`config.mk`:
```
export PLATFORM = sky130hd
export DESIGN_NAME = fragt_top
export DESIGN_NICKNAME = d
export VERILOG_FILES = /design/src/core/fragt_pkg.sv /design/src/core/fragt_top.sv
export SDC_FILE = /design/constraint.sdc
export NUM_CORES = 1
export LEC_CHECK = 0
export BUFFER_PORTS_ARGS = -buffer_cell sky130_fd_sc_hd__buf_2
export CORE_UTILIZATION = 40
export CTS_CLUSTER_DIAMETER = 40
export DETAILED_ROUTE_END_ITERATION = 10
export PLACE_DENSITY = 0.78
export SYNTH_ARGS = -nofsm -noshare
export SYNTH_HDL_FRONTEND = slang
export SYNTH_SLANG_ARGS = --single-unit
```
`constraint.sdc`:
```
create_clock -name hclk -period 5.37 [get_ports hclk]
set_input_delay 0.8055 -clock hclk [delete_from_list [all_inputs] [get_ports hclk]]
set_output_delay 0.8055 -clock hclk [all_outputs]
set_load 0.01 [all_outputs]
```
`src/core/fragt_pkg.sv`:
```
// shared constants and types for the flash register access gate
package fragt_pkg;
   localparam int ADDR_W = 18;
   localparam int DATA_W = 32;
   localparam int HTRANS_NONSEQ_BIT = 1;

   // register byte offsets inside the register window
   localparam logic [7:0] OFF_CLKDIV = 8'h00;
   localparam logic [7:0] OFF_STATUS = 8'h04;
   localparam logic [7:0] OFF_CONFIG = 8'h08;
   localparam logic [7:0] OFF_COMMAND = 8'h0C;

   // clock_divider_control fields
   localparam int CLKDIV_LOADED_BIT = 7;
   localparam int CLKDIV_LOCK_BIT = 6;
   localparam int DIV_W = 6;
   localparam logic [7:0] CLKDIV_RESET = 8'h00;

   // status and config fields
   localparam int STAT_CCF_BIT = 0;
   localparam int STAT_INIT_BIT = 1;
   localparam int CFG_RES_SEL_BIT = 0;
   localparam int CMD_LEN_W = 16;

   // cycles of the initialisation phase after reset
   localparam int INIT_CYCLES_DEF = 16;

   // global byte address map of the memory
   localparam logic [ADDR_W-1:0] REGS_LO = 18'h00000;
   localparam logic [ADDR_W-1:0] REGS_HI = 18'h003FF;
   localparam logic [ADDR_W-1:0] EE_LO = 18'h00400;
   localparam logic [ADDR_W-1:0] EE_HI = 18'h013FF;
   localparam logic [ADDR_W-1:0] WIN_LO = 18'h04000;
   localparam logic [ADDR_W-1:0] WIN_HI = 18'h07FFF;
   localparam logic [ADDR_W-1:0] PF_LO = 18'h08000;
   localparam logic [ADDR_W-1:0] PF_HI = 18'h3FFFF;

   typedef enum logic [2:0] {
      FRAGT_RGN_NONE,
      FRAGT_RGN_REGS,
      FRAGT_RGN_EEPROM,
      FRAGT_RGN_RESOURCE,
      FRAGT_RGN_PFLASH
   } fragt_region_t;

   typedef struct packed {
      logic valid;
      fragt_region_t region;
      logic [ADDR_W-1:0] offset;
   } fragt_decode_t;

   typedef struct packed {
      logic write;
      logic [7:0] offset;
   } fragt_access_t;
endpackage : fragt_pkg

```
`src/core/fragt_top.sv`:
```
// register gate, clock divider, timed command and address decoder of the flash controller
// Notes on behaviour
// - writes to unimplemented or reserved locations are ignored; such reads return zero
// - while the command-complete flag is 0 after initialisation, register writes change nothing
// - writes succeed when the flag is 1 and, except to the command register, during post-reset initialisation
// - divider bit 7 is read-only, set once the divider register is written
// - divider bit 6 locks high, freezing the divider field in normal mode
// - in special mode bits 6..0 are freely writable; bit 7 never
// - a reset aborts a running command at once
// - window 0x0_4000-0x0_7FFF maps to program array or resource area by select
// - program array occupies one contiguous region ending at 0x3_FFFF
//
// Chosen here: the AHB-Lite register port and the placing of the registers.
`timescale 1ns/10ps
module fragt_top #(
   parameter int INIT_CYCLES = fragt_pkg::INIT_CYCLES_DEF
) (
   input wire logic hclk, // bus clock, 40 MHz
   input wire logic hresetn, // asynchronous reset, active low
   input wire logic ce, // clock enable, freezes all state when low
   input wire logic hsel, // slave select
   input wire logic [31:0] haddr, // byte address
   input wire logic [1:0] htrans, // transfer type
   input wire logic hwrite, // write when high
   input wire logic [2:0] hsize, // transfer size, word only
   input wire logic [31:0] hwdata, // write data
   input wire logic hready, // bus ready
   input wire logic special_mode_pin, // special mode strap, asynchronous
   input wire logic [17:0] nvm_addr, // global byte address to decode
   input wire logic nvm_addr_valid, // nvm_addr is meaningful
   output logic [31:0] hrdata, // read data
   output logic hreadyout, // slave ready
   output logic hresp, // always OKAY
   output logic command_complete_flag, // no command running
   output logic timing_tick, // one-cycle tick, about 1 MHz
   output fragt_pkg::fragt_decode_t decode_out // region of nvm_addr
);
   localparam int INIT_W = $clog2(INIT_CYCLES + 1);
   localparam logic [INIT_W-1:0] INIT_LAST = INIT_W'(INIT_CYCLES - 1);

   logic [1:0] special_sync_reg;
   logic special_mode;
   logic pend_reg;
   fragt_pkg::fragt_access_t acc_reg;
   logic [31:0] hrdata_reg;
   logic hreadyout_reg;
   logic init_reg;
   logic [INIT_W-1:0] init_cnt_reg;
   logic ccf_reg;
   logic loaded_reg;
   logic lock_reg;
   logic [fragt_pkg::DIV_W-1:0] div_reg;
   logic res_sel_reg;
   logic [fragt_pkg::DIV_W-1:0] tick_cnt_reg;
   logic tick_reg;
   logic [fragt_pkg::CMD_LEN_W-1:0] cmd_cnt_reg;
   fragt_pkg::fragt_decode_t decode_reg;
   logic addr_take;
   logic commit;
   logic wr_commit;
   logic wr_allowed;
   logic [7:0] clkdiv_view;
   logic [31:0] rd_next;
   logic acc_hit_reg;
   logic wr_clkdiv;
   logic wr_config;
   logic wr_command;
   logic div_open;

   function automatic logic in_range(
      input logic [fragt_pkg::ADDR_W-1:0] a,
      input logic [fragt_pkg::ADDR_W-1:0] lo,
      input logic [fragt_pkg::ADDR_W-1:0] hi
   );
      in_range = (a >= lo) && (a <= hi);
   endfunction : in_range

   // one decode for every register write strobe
   function automatic logic write_to(
      input logic strobe,
      input logic [7:0] off,
      input logic [7:0] target
   );
      write_to = strobe && (off == target);
   endfunction : write_to

   // strap from outside the clock domain: two flops before use
   always_ff @(posedge hclk or negedge hresetn) begin
      if (!hresetn) begin
         special_sync_reg <= 2'h0;
      end else if (ce) begin
         special_sync_reg <= {special_sync_reg[0], special_mode_pin};
      end
   end
   assign special_mode = special_sync_reg[1];

   // bus slave: one wait state, data phase ends on the edge after commit
   assign addr_take = hsel && hready && htrans[fragt_pkg::HTRANS_NONSEQ_BIT] && hreadyout_reg;
   assign commit = pend_reg;

   always_ff @(posedge hclk or negedge hresetn) begin
      if (!hresetn) begin
         pend_reg <= 1'b0;
      end else if (ce) begin
         if (commit) begin
            pend_reg <= 1'b0;
         end else if (addr_take) begin
            pend_reg <= 1'b1;
         end
      end
   end

   always_ff @(posedge hclk or negedge hresetn) begin
      if (!hresetn) begin
         hreadyout_reg <= 1'b1;
      end else if (ce) begin
         if (commit) begin
            hreadyout_reg <= 1'b1;
         end else if (addr_take) begin
            hreadyout_reg <= 1'b0;
         end
      end
   end

   // only the lowest 256 bytes hold registers; anything above would alias otherwise
   always_ff @(posedge hclk or negedge hresetn) begin
      if (!hresetn) begin
         acc_reg <= '0;
         acc_hit_reg <= 1'b0;
      end else if (ce && !commit && addr_take) begin
         acc_reg.write <= hwrite;
         acc_reg.offset <= haddr[7:0];
         acc_hit_reg <= (haddr[31:8] == '0);
      end
   end

   // register writes pass only while idle or initialising
   assign wr_allowed = ccf_reg || init_reg;
   assign wr_commit = commit && acc_reg.write && acc_hit_reg && wr_allowed;

   assign wr_clkdiv = write_to(wr_commit, acc_reg.offset, fragt_pkg::OFF_CLKDIV);
   assign wr_config = write_to(wr_commit, acc_reg.offset, fragt_pkg::OFF_CONFIG);
   assign wr_command = write_to(wr_commit, acc_reg.offset, fragt_pkg::OFF_COMMAND);

   always_ff @(posedge hclk or negedge hresetn) begin
      if (!hresetn) begin
         init_reg <= 1'b1;
         init_cnt_reg <= '0;
      end else if (ce && init_reg) begin
         if (init_cnt_reg == INIT_LAST) begin
            init_reg <= 1'b0;
         end
         init_cnt_reg <= init_cnt_reg + INIT_W'(1);
      end
   end

   // loaded follows any accepted divider write, even one the lock blocks
   always_ff @(posedge hclk or negedge hresetn) begin
      if (!hresetn) begin
         loaded_reg <= fragt_pkg::CLKDIV_RESET[fragt_pkg::CLKDIV_LOADED_BIT];
      end else if (ce && wr_clkdiv) begin
         loaded_reg <= 1'b1;
      end
   end

   // a held lock only yields to special mode or to reset
   always_ff @(posedge hclk or negedge hresetn) begin
      if (!hresetn) begin
         lock_reg <= fragt_pkg::CLKDIV_RESET[fragt_pkg::CLKDIV_LOCK_BIT];
      end else if (ce && wr_clkdiv) begin
         if (special_mode) begin
            lock_reg <= hwdata[fragt_pkg::CLKDIV_LOCK_BIT];
         end else begin
            lock_reg <= lock_reg | hwdata[fragt_pkg::CLKDIV_LOCK_BIT];
         end
      end
   end

   assign div_open = special_mode || !lock_reg;

   always_ff @(posedge hclk or negedge hresetn) begin
      if (!hresetn) begin
         div_reg <= fragt_pkg::CLKDIV_RESET[fragt_pkg::DIV_W-1:0];
      end else if (ce && wr_clkdiv && div_open) begin
         div_reg <= hwdata[fragt_pkg::DIV_W-1:0];
      end
   end

   always_ff @(posedge hclk or negedge hresetn) begin
      if (!hresetn) begin
         res_sel_reg <= 1'b0;
      end else if (ce && wr_config) begin
         res_sel_reg <= hwdata[fragt_pkg::CFG_RES_SEL_BIT];
      end
   end

   // tick divides the bus clock by divider field plus one
   // a field lowered below the count wraps at once rather than running to overflow
   always_ff @(posedge hclk or negedge hresetn) begin
      if (!hresetn) begin
         tick_cnt_reg <= '0;
      end else if (ce) begin
         if (tick_cnt_reg >= div_reg) begin
            tick_cnt_reg <= '0;
         end else begin
            tick_cnt_reg <= tick_cnt_reg + fragt_pkg::DIV_W'(1);
         end
      end
   end

   always_ff @(posedge hclk or negedge hresetn) begin
      if (!hresetn) begin
         tick_reg <= 1'b0;
      end else if (ce) begin
         tick_reg <= (tick_cnt_reg >= div_reg);
      end
   end

   // timed command: flag low for the written number of ticks
   // flag reads 0 during initialisation, as the reset sequence still owns the array
   always_ff @(posedge hclk or negedge hresetn) begin
      if (!hresetn) begin
         ccf_reg <= 1'b0;
      end else if (ce) begin
         if (init_reg) begin
            ccf_reg <= (init_cnt_reg == INIT_LAST);
         end else if (!ccf_reg) begin
            if (cmd_cnt_reg == '0) begin
               ccf_reg <= 1'b1;
            end
         end else if (wr_command) begin
            ccf_reg <= 1'b0;
         end
      end
   end

   // reset drops the remaining count, so an aborted command never resumes
   always_ff @(posedge hclk or negedge hresetn) begin
      if (!hresetn) begin
         cmd_cnt_reg <= '0;
      end else if (ce && !init_reg) begin
         if (!ccf_reg) begin
            if (cmd_cnt_reg != '0 && tick_reg) begin
               cmd_cnt_reg <= cmd_cnt_reg - fragt_pkg::CMD_LEN_W'(1);
            end
         end else if (wr_command) begin
            cmd_cnt_reg <= hwdata[fragt_pkg::CMD_LEN_W-1:0];
         end
      end
   end

   // read view; unmapped offsets read zero, unmapped writes fall through
   assign clkdiv_view = {loaded_reg, lock_reg, div_reg};

   always_comb begin
      rd_next = '0;
      if (acc_hit_reg) begin
         case (acc_reg.offset)
            fragt_pkg::OFF_CLKDIV: rd_next[7:0] = clkdiv_view;
            fragt_pkg::OFF_STATUS: begin
               rd_next[fragt_pkg::STAT_CCF_BIT] = ccf_reg;
               rd_next[fragt_pkg::STAT_INIT_BIT] = init_reg;
            end
            fragt_pkg::OFF_CONFIG: rd_next[fragt_pkg::CFG_RES_SEL_BIT] = res_sel_reg;
            fragt_pkg::OFF_COMMAND: rd_next[fragt_pkg::CMD_LEN_W-1:0] = cmd_cnt_reg;
            default: rd_next = '0;
         endcase
      end
   end

   always_ff @(posedge hclk or negedge hresetn) begin
      if (!hresetn) begin
         hrdata_reg <= '0;
      end else if (ce && commit && !acc_reg.write) begin
         hrdata_reg <= rd_next;
      end
   end

   // address decoder
   always_ff @(posedge hclk or negedge hresetn) begin
      if (!hresetn) begin
         decode_reg <= '0;
      end else if (ce) begin
         decode_reg.valid <= nvm_addr_valid;
         decode_reg.offset <= nvm_addr;
         if (!nvm_addr_valid) begin
            decode_reg.region <= fragt_pkg::FRAGT_RGN_NONE;
         end else if (in_range(nvm_addr, fragt_pkg::REGS_LO, fragt_pkg::REGS_HI)) begin
            decode_reg.region <= fragt_pkg::FRAGT_RGN_REGS;
         end else if (in_range(nvm_addr, fragt_pkg::EE_LO, fragt_pkg::EE_HI)) begin
            decode_reg.region <= fragt_pkg::FRAGT_RGN_EEPROM;
         end else if (in_range(nvm_addr, fragt_pkg::WIN_LO, fragt_pkg::WIN_HI)) begin
            decode_reg.region <= res_sel_reg ? fragt_pkg::FRAGT_RGN_RESOURCE
                                             : fragt_pkg::FRAGT_RGN_PFLASH;
         end else if (in_range(nvm_addr, fragt_pkg::PF_LO, fragt_pkg::PF_HI)) begin
            decode_reg.region <= fragt_pkg::FRAGT_RGN_PFLASH;
         end else begin
            decode_reg.region <= fragt_pkg::FRAGT_RGN_NONE;
         end
      end
   end

   assign hrdata = hrdata_reg;
   assign hreadyout = hreadyout_reg;
   assign hresp = 1'b0;
   assign command_complete_flag = ccf_reg;
   assign timing_tick = tick_reg;
   assign decode_out = decode_reg;
endmodule : fragt_top

```
# ---- After elaboration in Yosys (flattened, before gate mapping)
# Index checks and enable logic that the tools add are counted.
dict set report classes {
  mux 24
  n_bitwise 1
  magnitude_cmp 9
  add_sub_neg 3
  n_reduce_logical 38
  n_eq_ne 5
}
# operator n
set ops {}
lappend ops {{16-bit two-way mux} 4}
lappend ops {{24-bit logical NOT} 1}
lappend ops {{1-bit logical AND} 23}
lappend ops {{18-bit by 1-bit greater-or-equal comparator with 1-bit output (second input constant)} 1}
lappend ops {{18-bit by 11-bit greater-or-equal comparator with 1-bit output (second input constant)} 1}
lappend ops {{18-bit by 15-bit greater-or-equal comparator with 1-bit output (second input constant)} 1}
lappend ops {{18-bit by 16-bit greater-or-equal comparator with 1-bit output (second input constant)} 1}
lappend ops {{18-bit by 10-bit <= comparator with 1-bit output (second input constant)} 1}
lappend ops {{18-bit by 13-bit <= comparator with 1-bit output (second input constant)} 1}
lappend ops {{18-bit by 15-bit <= comparator with 1-bit output (second input constant)} 1}
lappend ops {{18-bit <= comparator (second input constant)} 1}
lappend ops {{3-bit two-way mux} 6}
lappend ops {{8-bit by 4-bit == test with 1-bit output (second input constant)} 2}
lappend ops {{16-bit logical NOT} 1}
lappend ops {{16-bit nonzero test} 1}
lappend ops {{16-bit by 1-bit subtractor with 16-bit output (second input constant)} 1}
lappend ops {{6-bit one-hot mux with 2 select lines} 1}
lappend ops {{1-bit two-way mux} 9}
lappend ops {{8-bit by 3-bit == test with 1-bit output (second input constant)} 1}
lappend ops {{8-bit logical NOT} 1}
lappend ops {{8-bit two-way mux} 1}
lappend ops {{6-bit by 1-bit adder with 6-bit output (second input constant)} 1}
lappend ops {{6-bit greater-or-equal comparator} 1}
lappend ops {{6-bit two-way mux} 1}
lappend ops {{other kinds (11)} 17}
dict set report totals {
  out_inout_bits 58
  regBits 107
  word_cells 100
}

# ---- Logic depth before layout (Yosys ltp)
# Gate-level depths: netlist of the first run.
dict set report logic_depth {
  ltp_word 7
  depth_mapped 8
}

# ---- Worst setup path after synthesis of the first run
# OpenSTA, ideal clock, no wires.
dict set report synth_timing {
  kind {input-to-reg}
  from {input port ce}
  to {register hrdata_reg[6] (netlist: hrdata[6])}
  setup_ns 0.068
  required_time_ns 5.302
  path_stages 8
  setup_slack_ns 3.201
  arrival_ns 2.101
  cell_sequence {buf_4 > nand2_1 > or2_2 > buf_2 > nor3_2 > buf_2 > a22oi_1 > nand2_1}
}
dict set report synth_between {
  elab_chain_len 2
}
# element line_no
set synth_rtl {}
lappend synth_rtl {{from (decl)} fragt_top.sv:20} ;# input wire logic ce,
lappend synth_rtl {{1-bit logical AND (2 in a row)} fragt_top.sv:274} ;# end else if (ce && commit && !acc_reg.write) begin
lappend synth_rtl {{to (signal assigned)} fragt_top.sv:275} ;# hrdata_reg <= rd_next;
lappend synth_rtl {{to (decl)} fragt_top.sv:45} ;# logic [31:0] hrdata_reg;
# No other way between the ends.
# A chain may end at the register's enable or synchronous reset.

# ---- Worst setup path in the final report of the first run
dict set report layout_timing {
  from {register ccf_reg (netlist: command_complete_flag)}
  to {register ccf_reg (netlist: command_complete_flag)}
}
dict set report layout_between {
  elab_chain_len 6
}
# element line_no
set layout_rtl {}
lappend layout_rtl {{from (decl)} fragt_top.sv:49} ;# logic ccf_reg;
lappend layout_rtl {{from (signal assigned)} fragt_top.sv:226} ;# ccf_reg <= (init_cnt_reg == INIT_LAST);
lappend layout_rtl {{1-bit logical OR} fragt_top.sv:138} ;# assign wr_allowed = ccf_reg || init_reg;
lappend layout_rtl {{1-bit logical AND} fragt_top.sv:139} ;# assign wr_commit = commit && acc_reg.write && acc_hit_reg && wr_allowed;
lappend layout_rtl {{1-bit logical AND} fragt_top.sv:84} ;# write_to = strobe && (off == target);
lappend layout_rtl {{1-bit two-way mux} fragt_top.sv:231} ;# end else if (wr_command) begin
lappend layout_rtl {{1-bit two-way mux *} fragt_top.sv:227} ;# end else if (!ccf_reg) begin
lappend layout_rtl {{1-bit two-way mux *} fragt_top.sv:225} ;# if (init_reg) begin
# Mark *: on every way between the ends. The rest lies on a longest branch, timed or not.

==> results of run 1 <==
[cell type report]
| cell class | count | area, um2 |
|---|---|---|
| clock buffers | 10 | 138 |
| clock inverters | 6 | 113 |
| fillers | 992 | 5530 |
| inverters | 22 | 82.6 |
| multi-input cells | 297 | 1970 |
| flip-flops and latches | 91 | 2280 |
| well taps | 140 | 175 |
| repair buffers | 118 | 601 |
[worst max-delay path: stages, from the launching register on]
cell and delay, ps:
dfrtp_1 1140, clkinv_1 640, or4_1 670, o22ai_1 180, a22oi_1 110
[placed cells by master (no fill, tap or decap), types with 3 or more instances in the layout]
cell type | Yosys | routed
nand3_1 | 10 | 10
nor2_1 | 33 | 33
ha_1 | 11 | 11
or3_1 | 3 | 3
nor4_1 | 12 | 12
dfrtp_1 | 89 | 89
bufinv_16 | 0 | 3
nand2_1 | 30 | 30
nand4_1 | 5 | 5
o21ai_0 | 31 | 31
clkbuf_8 | 0 | 10
buf_2 | 6 | 114
mux2_2 | 36 | 36
xnor2_1 | 3 | 3
a21oi_1 | 19 | 19
o22a_1 | 3 | 3
buf_4 | 19 | 4
nor3_1 | 11 | 11
conb_1 | 1 | 17
a22oi_1 | 14 | 14
a21o_1 | 4 | 4
a31oi_1 | 5 | 5
or4_1 | 4 | 4
inv_1 | 21 | 21
a22o_1 | 8 | 8
o2bb2ai_1 | 3 | 3
[worst min path at each step]
stage / from / endpoint / slack [ps] / cells past startpoint
2_1_floorplan: init_cnt_reg[3] / init_cnt_reg[3] / 430 / 1
3_3_place_gp: init_cnt_reg[3] / init_cnt_reg[3] / 450 / 1
3_5_place_dp: init_cnt_reg[3] / init_cnt_reg[3] / 460 / 1
4_1_cts: hresetn / cmd_cnt_reg[10] / 340 / 1
5_1_grt: hresetn / hrdata[12] / 350 / 1
6_report: hresetn / cmd_cnt_reg[11] / 340 / 1
[power by group through the flow]
stage | clock network [mW] | logic [mW] | registers (mW)
after floorplan | 0 | 0.324 | 0.887
after global placement | 0 | 0.379 | 0.932
after detailed placement | 0 | 0.403 | 0.944
after CTS | 0.581 | 0.405 | 0.931
after global routing | 0.610 | 0.456 | 0.955
final | 0.566 | 0.402 | 0.933
[through the flow]
stage               utilization  cell area [um2]
finish                    0.492             5360
global route              0.492             5360
CTS                       0.492             5360
detailed placement        0.469             5110
global placement          0.469             5110
floorplan                     -             4550
[layer usage]
| metal | track usage | up-vias | wire (um) | share of wire |
|---|---|---|---|---|
| met1 | 0.223 | 1775 | 4330 | 0.43 |
| met3 | 0.0515 | 16 | 615 | 0.061 |
| met4 | 0.0695 | 0 | 182 | 0.018 |
| met5 | 0 | - | 0 | 0 |
| li1 | - | 1731 | - | - |
| met2 | 0.327 | 122 | 5030 | 0.50 |
[logic make-up after synthesis]
logic type               after synthesis
AND/OR/NAND/NOR                      127
other                                  1
adder cells (fa/ha/maj)               11
flip-flops                            91
XOR/XNOR                               5
buffers and inverters                 56
AO/OA/AOI/OAI                         98
multiplexers                          39
==> results_dict.tcl, run 1 <==
set metrics [dict create \
    status "finished, final reports clean" \
    synth_mux_area_frac 0.0998 \
    track_usage 0.189 \
    pwr-share-comb 0.212 \
    num_antenna_cells 0 \
    critPathLaunch "command_complete_flag" \
    grt_start_max_net_pins 66 \
    worstReg2RegStart "command_complete_flag" \
    critPathKind "reg -> reg" \
    stdcell_count 684 \
    p_leak_nw 2.59 \
    yosysMostFrequentCell "dfrtp_1" \
    slew_viol_final 0 \
    yosys-top-cells-area "dfrtp_1 50%, mux2_2 9.0%, o21ai_0 3.5%" \
    async_flop_share 1.00 \
    grt_overflow 0 \
    syn-mean-instance-area_um2 10.5 \
    p_per_area_nw_per_um2 355 \
    start_util 0.412 \
    hpwl_um 7430 \
    routed_wl_um 10200 \
    synth-main-ff-cell "dfrtp_1" \
    dr.pass1.iters 4 \
    ys_types 55 \
    die_w_um 108 \
    numCtsBuffers 9 \
    largest_register_ffs 22 \
    place_ws_ps 2070 \
    cts_tree "built" \
    clk_pin_slew_ps 90 \
    grt_pass1_wl_um 17200 \
    dp.cells 668 \
    worst_pin_slew_ps 1190 \
    finalSetupTns_ps 0 \
    reg2reg_depth 4 \
    max_freq_mhz 347 \
    nets 645 \
    p_sw_mw 0.615 \
    min_period_ps 2880 \
    holdWs_ps 344 \
    clkPwrFrac 0.298 \
    finalPower_mw 1.90 \
    grt_pass1_vias 3677 \
    final_antenna_net_count 0 \
    io-pin-count 153 \
    synth_edf_count 0 \
    finClkSkew_ps 10.1 \
    startpoint_type "register" \
    period_share 0.536 \
    wl_per_cell_um 14.8 \
    num_vias 3644 \
    crit_path_end_kind "register" \
    r2r_slack_ps 2490 \
    critPathRequiredTime_ps 5590 \
    ys_seq_elements 91 \
    yosys.area_share.adder 0.0307 \
    hold_buffers 0 \
    cap_violations 0 \
    viasPerCell 5.33 \
    remaining_drc_errors 0 \
    setup_viol 0 \
    syn_inst 428 \
    setup_ws_ps 2490 \
    intPower_mw 1.29 \
    rr_endpoint "command_complete_flag" \
    finalHoldViolCount 0 \
    rsz0062_at_grt "no" \
    synthXorXnorAreaFrac 0.00976 \
    io_buffers 115 \
    finalWeightedCongestion 0.798 \
    switching_share 0.323 \
    fp.dieH_um 108 \
    worstPathMaxFanout 40 \
    die_area_um2 11600 \
    peakVddDrop_uv 186 \
    drive_gt1_frac 0.331 \
    synth_area_um2 4490 \
    seq_area_frac_synth 0.508 \
    htree_levels 3 \
    clkLatencyLatePin_ps 360 \
    critPathCapture "command_complete_flag" \
    drt_iter0_drc 191 \
    area_growth_pct 19.4 \
    worstHoldPathType "in -> async" \
    postCtsSetupBuffers 0 \
    synth_largest_area_cell "dfrtp_1" \
    seqPwrFrac 0.491 \
    synth-simple-area-share 0.147 \
    cts_sinks 91 \
    synth_warnings 0 \
    antenna_found_initial 0 \
    root_buffer "clkbuf_8" \
    core_area_um2 10900 \
    cts_resized 0 \
    netlist.area_leader.share 0.496 \
    synth_common_cells "89 x dfrtp_1, 36 x mux2_2, 33 x nor2_1" \
    relSlewSlack 0.207 \
    cp.arrival_ps 3100 \
    synth_top_family_by_area "simple AND/OR/NAND/NOR gates" \
    placementRows 38 \
    synth_compound_area_frac 0.138 \
    clock_path_buffers 2 \
]
Note: power is estimated with default switching activity, not from simulation.
==> run 2: changes to the inputs <==
--- a/config.mk
+++ b/config.mk
@@ -5,11 +5,12 @@
 export SDC_FILE = /design/constraint.sdc
 export NUM_CORES = 1
 export LEC_CHECK = 0
+export ABC_AREA = 1
 export BUFFER_PORTS_ARGS = -buffer_cell sky130_fd_sc_hd__buf_2
 export CORE_UTILIZATION = 40
 export CTS_CLUSTER_DIAMETER = 40
 export DETAILED_ROUTE_END_ITERATION = 10
-export PLACE_DENSITY = 0.78
+export PLACE_DENSITY = 0.8
 export SYNTH_ARGS = -nofsm -noshare
 export SYNTH_HDL_FRONTEND = slang
 export SYNTH_SLANG_ARGS = --single-unit
==> constraint.sdc (replaced) <==
create_clock -name hclk -period 2.4 [get_ports hclk]
set_input_delay 0.36 -clock hclk [delete_from_list [all_inputs] [get_ports hclk]]
set_output_delay 0.36 -clock hclk [all_outputs]
set_load 0.01 [all_outputs]
==> run 2 against run 1 <==
  * The flow now finishes with violations (design-rule violations)
  * Count of clock-buffer cells in the layout grew 1
  * Synthesized cell count grew 43%
  * Register-to-register slack got worse by 1900 ps
  * Non-clock buffer count rose by 6
  * Utilization is 1.3 points higher
  * Worst hold slack got worse by 340 ps
  * Sequential share of layout area decreased by 3.3 points
  * Clock skew is 3.8 ps lower
  * Critical path depth rose by 4
  * Area after synthesis is 6.6% higher
==> results_dict.tcl, run 2 <==
set metrics [dict create \
    status "finished with violations" \
    violations "design-rule violations" \
    postCtsSetupBuffers 0 \
    io-pin-count 153 \
    fin_area_um2 5820 \
    fp.dieH_um 111 \
    critPathMostFrequentCell "nand2_1" \
    fill_cells 1090 \
    grt_pass1_vias 4087 \
    grt_overflow 0 \
    slowest_delay_ps 560 \
    hpwl_um 8140 \
    die_area_um2 12400 \
    max_freq_mhz 543 \
    synth-main-ff-cell "dfrtp_1" \
    synth_largest_area_cell "dfrtp_1" \
    htree_levels 3 \
    final_antenna_net_count 0 \
    met2_usage 0.308 \
    worstHoldPathType "in -> async" \
    worst-path-buf-inv 0 \
    worstPathMaxFanout 21 \
    layout_common_cells "228 x nand2_1, 114 x buf_2, 89 x dfrtp_1, 57 x nor2_1, 54 x inv_1" \
    setup_viol 0 \
    multiInputGateArea_um2 2140 \
    critPathLaunch "init_reg" \
    ys_seq_elements 91 \
    nets 838 \
    wl_per_cell_um 12.4 \
    clock_path_buffers 2 \
    root_buffer "clkbuf_16" \
    worstReg2RegStart "init_reg" \
    placementRows 39 \
    drt_iter0_drc 274 \
    remaining_drc_errors 18 \
    critPathRequiredTime_ps 2680 \
    use_met1 0.239 \
    cts_tree "built" \
    top_usage_layer "met2" \
    p_leak_nw 3.13 \
    viasPerCell 4.79 \
    final_core_util 0.505 \
    area_growth_pct 21.6 \
    cts_resized 0 \
    num_antenna_cells 0 \
    netlist.area_leader.share 0.466 \
    die_w_um 111 \
    ys_types 36 \
    num_vias 4212 \
    cp.arrival_ps 2120 \
    dp.cells 864 \
    relSlewSlack 0.623 \
    min_period_ps 1840 \
    p_per_area_nw_per_um2 877 \
    critPathKind "reg -> reg" \
    yosys-top-cells-area "dfrtp_1 47%, nand2_1 18%, nor2_1 4.5%" \
    dr.pass1.iters 8 \
    grt_pass1_wl_um 18600 \
    largest_register_ffs 22 \
    cpMaxStageDelayCell "dfstp_2" \
    finalPower_mw 5.10 \
    hold_buffers 0 \
    dpl_cell_area_um2 5450 \
    finalSetupTns_ps 0 \
    startpoint_type "register" \
    grt_use_met3 0.0599 \
    drive_gt1_frac 0.228 \
    stdcell_count 880 \
    syn-mean-instance-area_um2 7.79 \
    finClkSkew_ps 6.38 \
    clkLatencyLatePin_ps 340 \
    slew_viol_final 0 \
    synth_common_cells "228 x nand2_1, 89 x dfrtp_1, 57 x nor2_1" \
    worst_pin_slew_ps 566 \
    crit_path_end_kind "register" \
    async_flop_share 1.00 \
    ff_latch_area_um2 2280 \
    io_buffers 115 \
    cap_violations 0 \
    cts_sinks 91 \
    seq_area_frac_synth 0.477 \
    core_area_um2 11500 \
    mostFrequentLayoutCell "nand2_1" \
    synth_warnings 0 \
    period_share 0.768 \
    finalHoldViolCount 0 \
    routed_wl_um 10900 \
    path_delay_family "simple AND/OR/NAND/NOR gates" \
    syn_inst 614 \
    rsz0062_at_grt "no" \
    yosysMostFrequentCell "nand2_1" \
    clk_pin_slew_ps 60 \
    grt_start_max_net_pins 46 \
    path_cells "nor2_1 > nor2_2 > nand2_1 > nand2_1 > nand2_2 > nor2_4 > nand3_1 > nand2_1" \
    synth_edf_count 0 \
    antenna_found_initial 0 \
    peakVddDrop_uv 376 \
    track_usage 0.186 \
    finalWeightedCongestion 0.861 \
    start_util 0.415 \
    synth_area_um2 4780 \
    numCtsBuffers 9 \
]
[run 2: cell types whose count changed in the layout (fill, tap and decap cells not counted), sizes merged, moves of 9 or more]
cell,previous run,this run
nand2,30,231
inv,21,55
mux2,36,6
nor2,33,62
nand3,10,35
a22oi,14,0
nor3,12,2
a21oi,19,10
o21ai,33,42
[run 2: logic make-up (layout without fill, tap and decap cells)]
kind of cell	Yosys count	count (layout)	synth area share
flip-flops	91	91	0.477
buffers and inverters	88	195	0.0892
multiplexers	6	6	0.0149
other	1	17	0.000784
XOR/XNOR	6	6	0.0110
adder cells (fa/ha/maj)	11	11	0.0288
AND/OR/NAND/NOR	348	348	0.301
AO/OA/AOI/OAI	63	63	0.0782
[run 2: power by group]
part	switching [mW]	internal [mW]	total, mW
clock network	0.577	1.15	1.73
registers	0.210	1.75	1.96
logic	0.908	0.504	1.41
[run 2: worst paths after layout]
check                                  endpoint  slack (ps)  cells after the start
max in group asynchronous        cmd_cnt_reg[7]        1690                      2
worst min register to register  init_cnt_reg[3]         460                      1
worst max register to register  cmd_cnt_reg[14]         560                      8
worst min-delay path                 acc_reg[3]           3                      1
min in group hclk                 decode_out[9]         210                      3
worst max-delay path            cmd_cnt_reg[14]         560                      8
[run 2: routing by layer]
metal	wire length (um)	vias up
met5	0	-
li1	-	2151
met2	5140	122
met1	4920	1929
met4	97	0
met3	758	10
[run 2: final cells by class]
class,count,share of cell area
Clock buffer,11,0.0417
Tap cell,143,0.0308
Inverter,55,0.0355
Timing Repair Buffer,124,0.111
Clock inverter,5,0.0215
Multi-Input combinational cell,451,0.367
Sequential cell,91,0.392
[run 2: per-stage QoR]
stage	hold slack, ps	setup WS [ps]
after CTS	32.5	561
final	3.16	557
after floorplan	64.4	956
after detailed placement	400	587
after global routing	54.2	335
after global placement	400	613
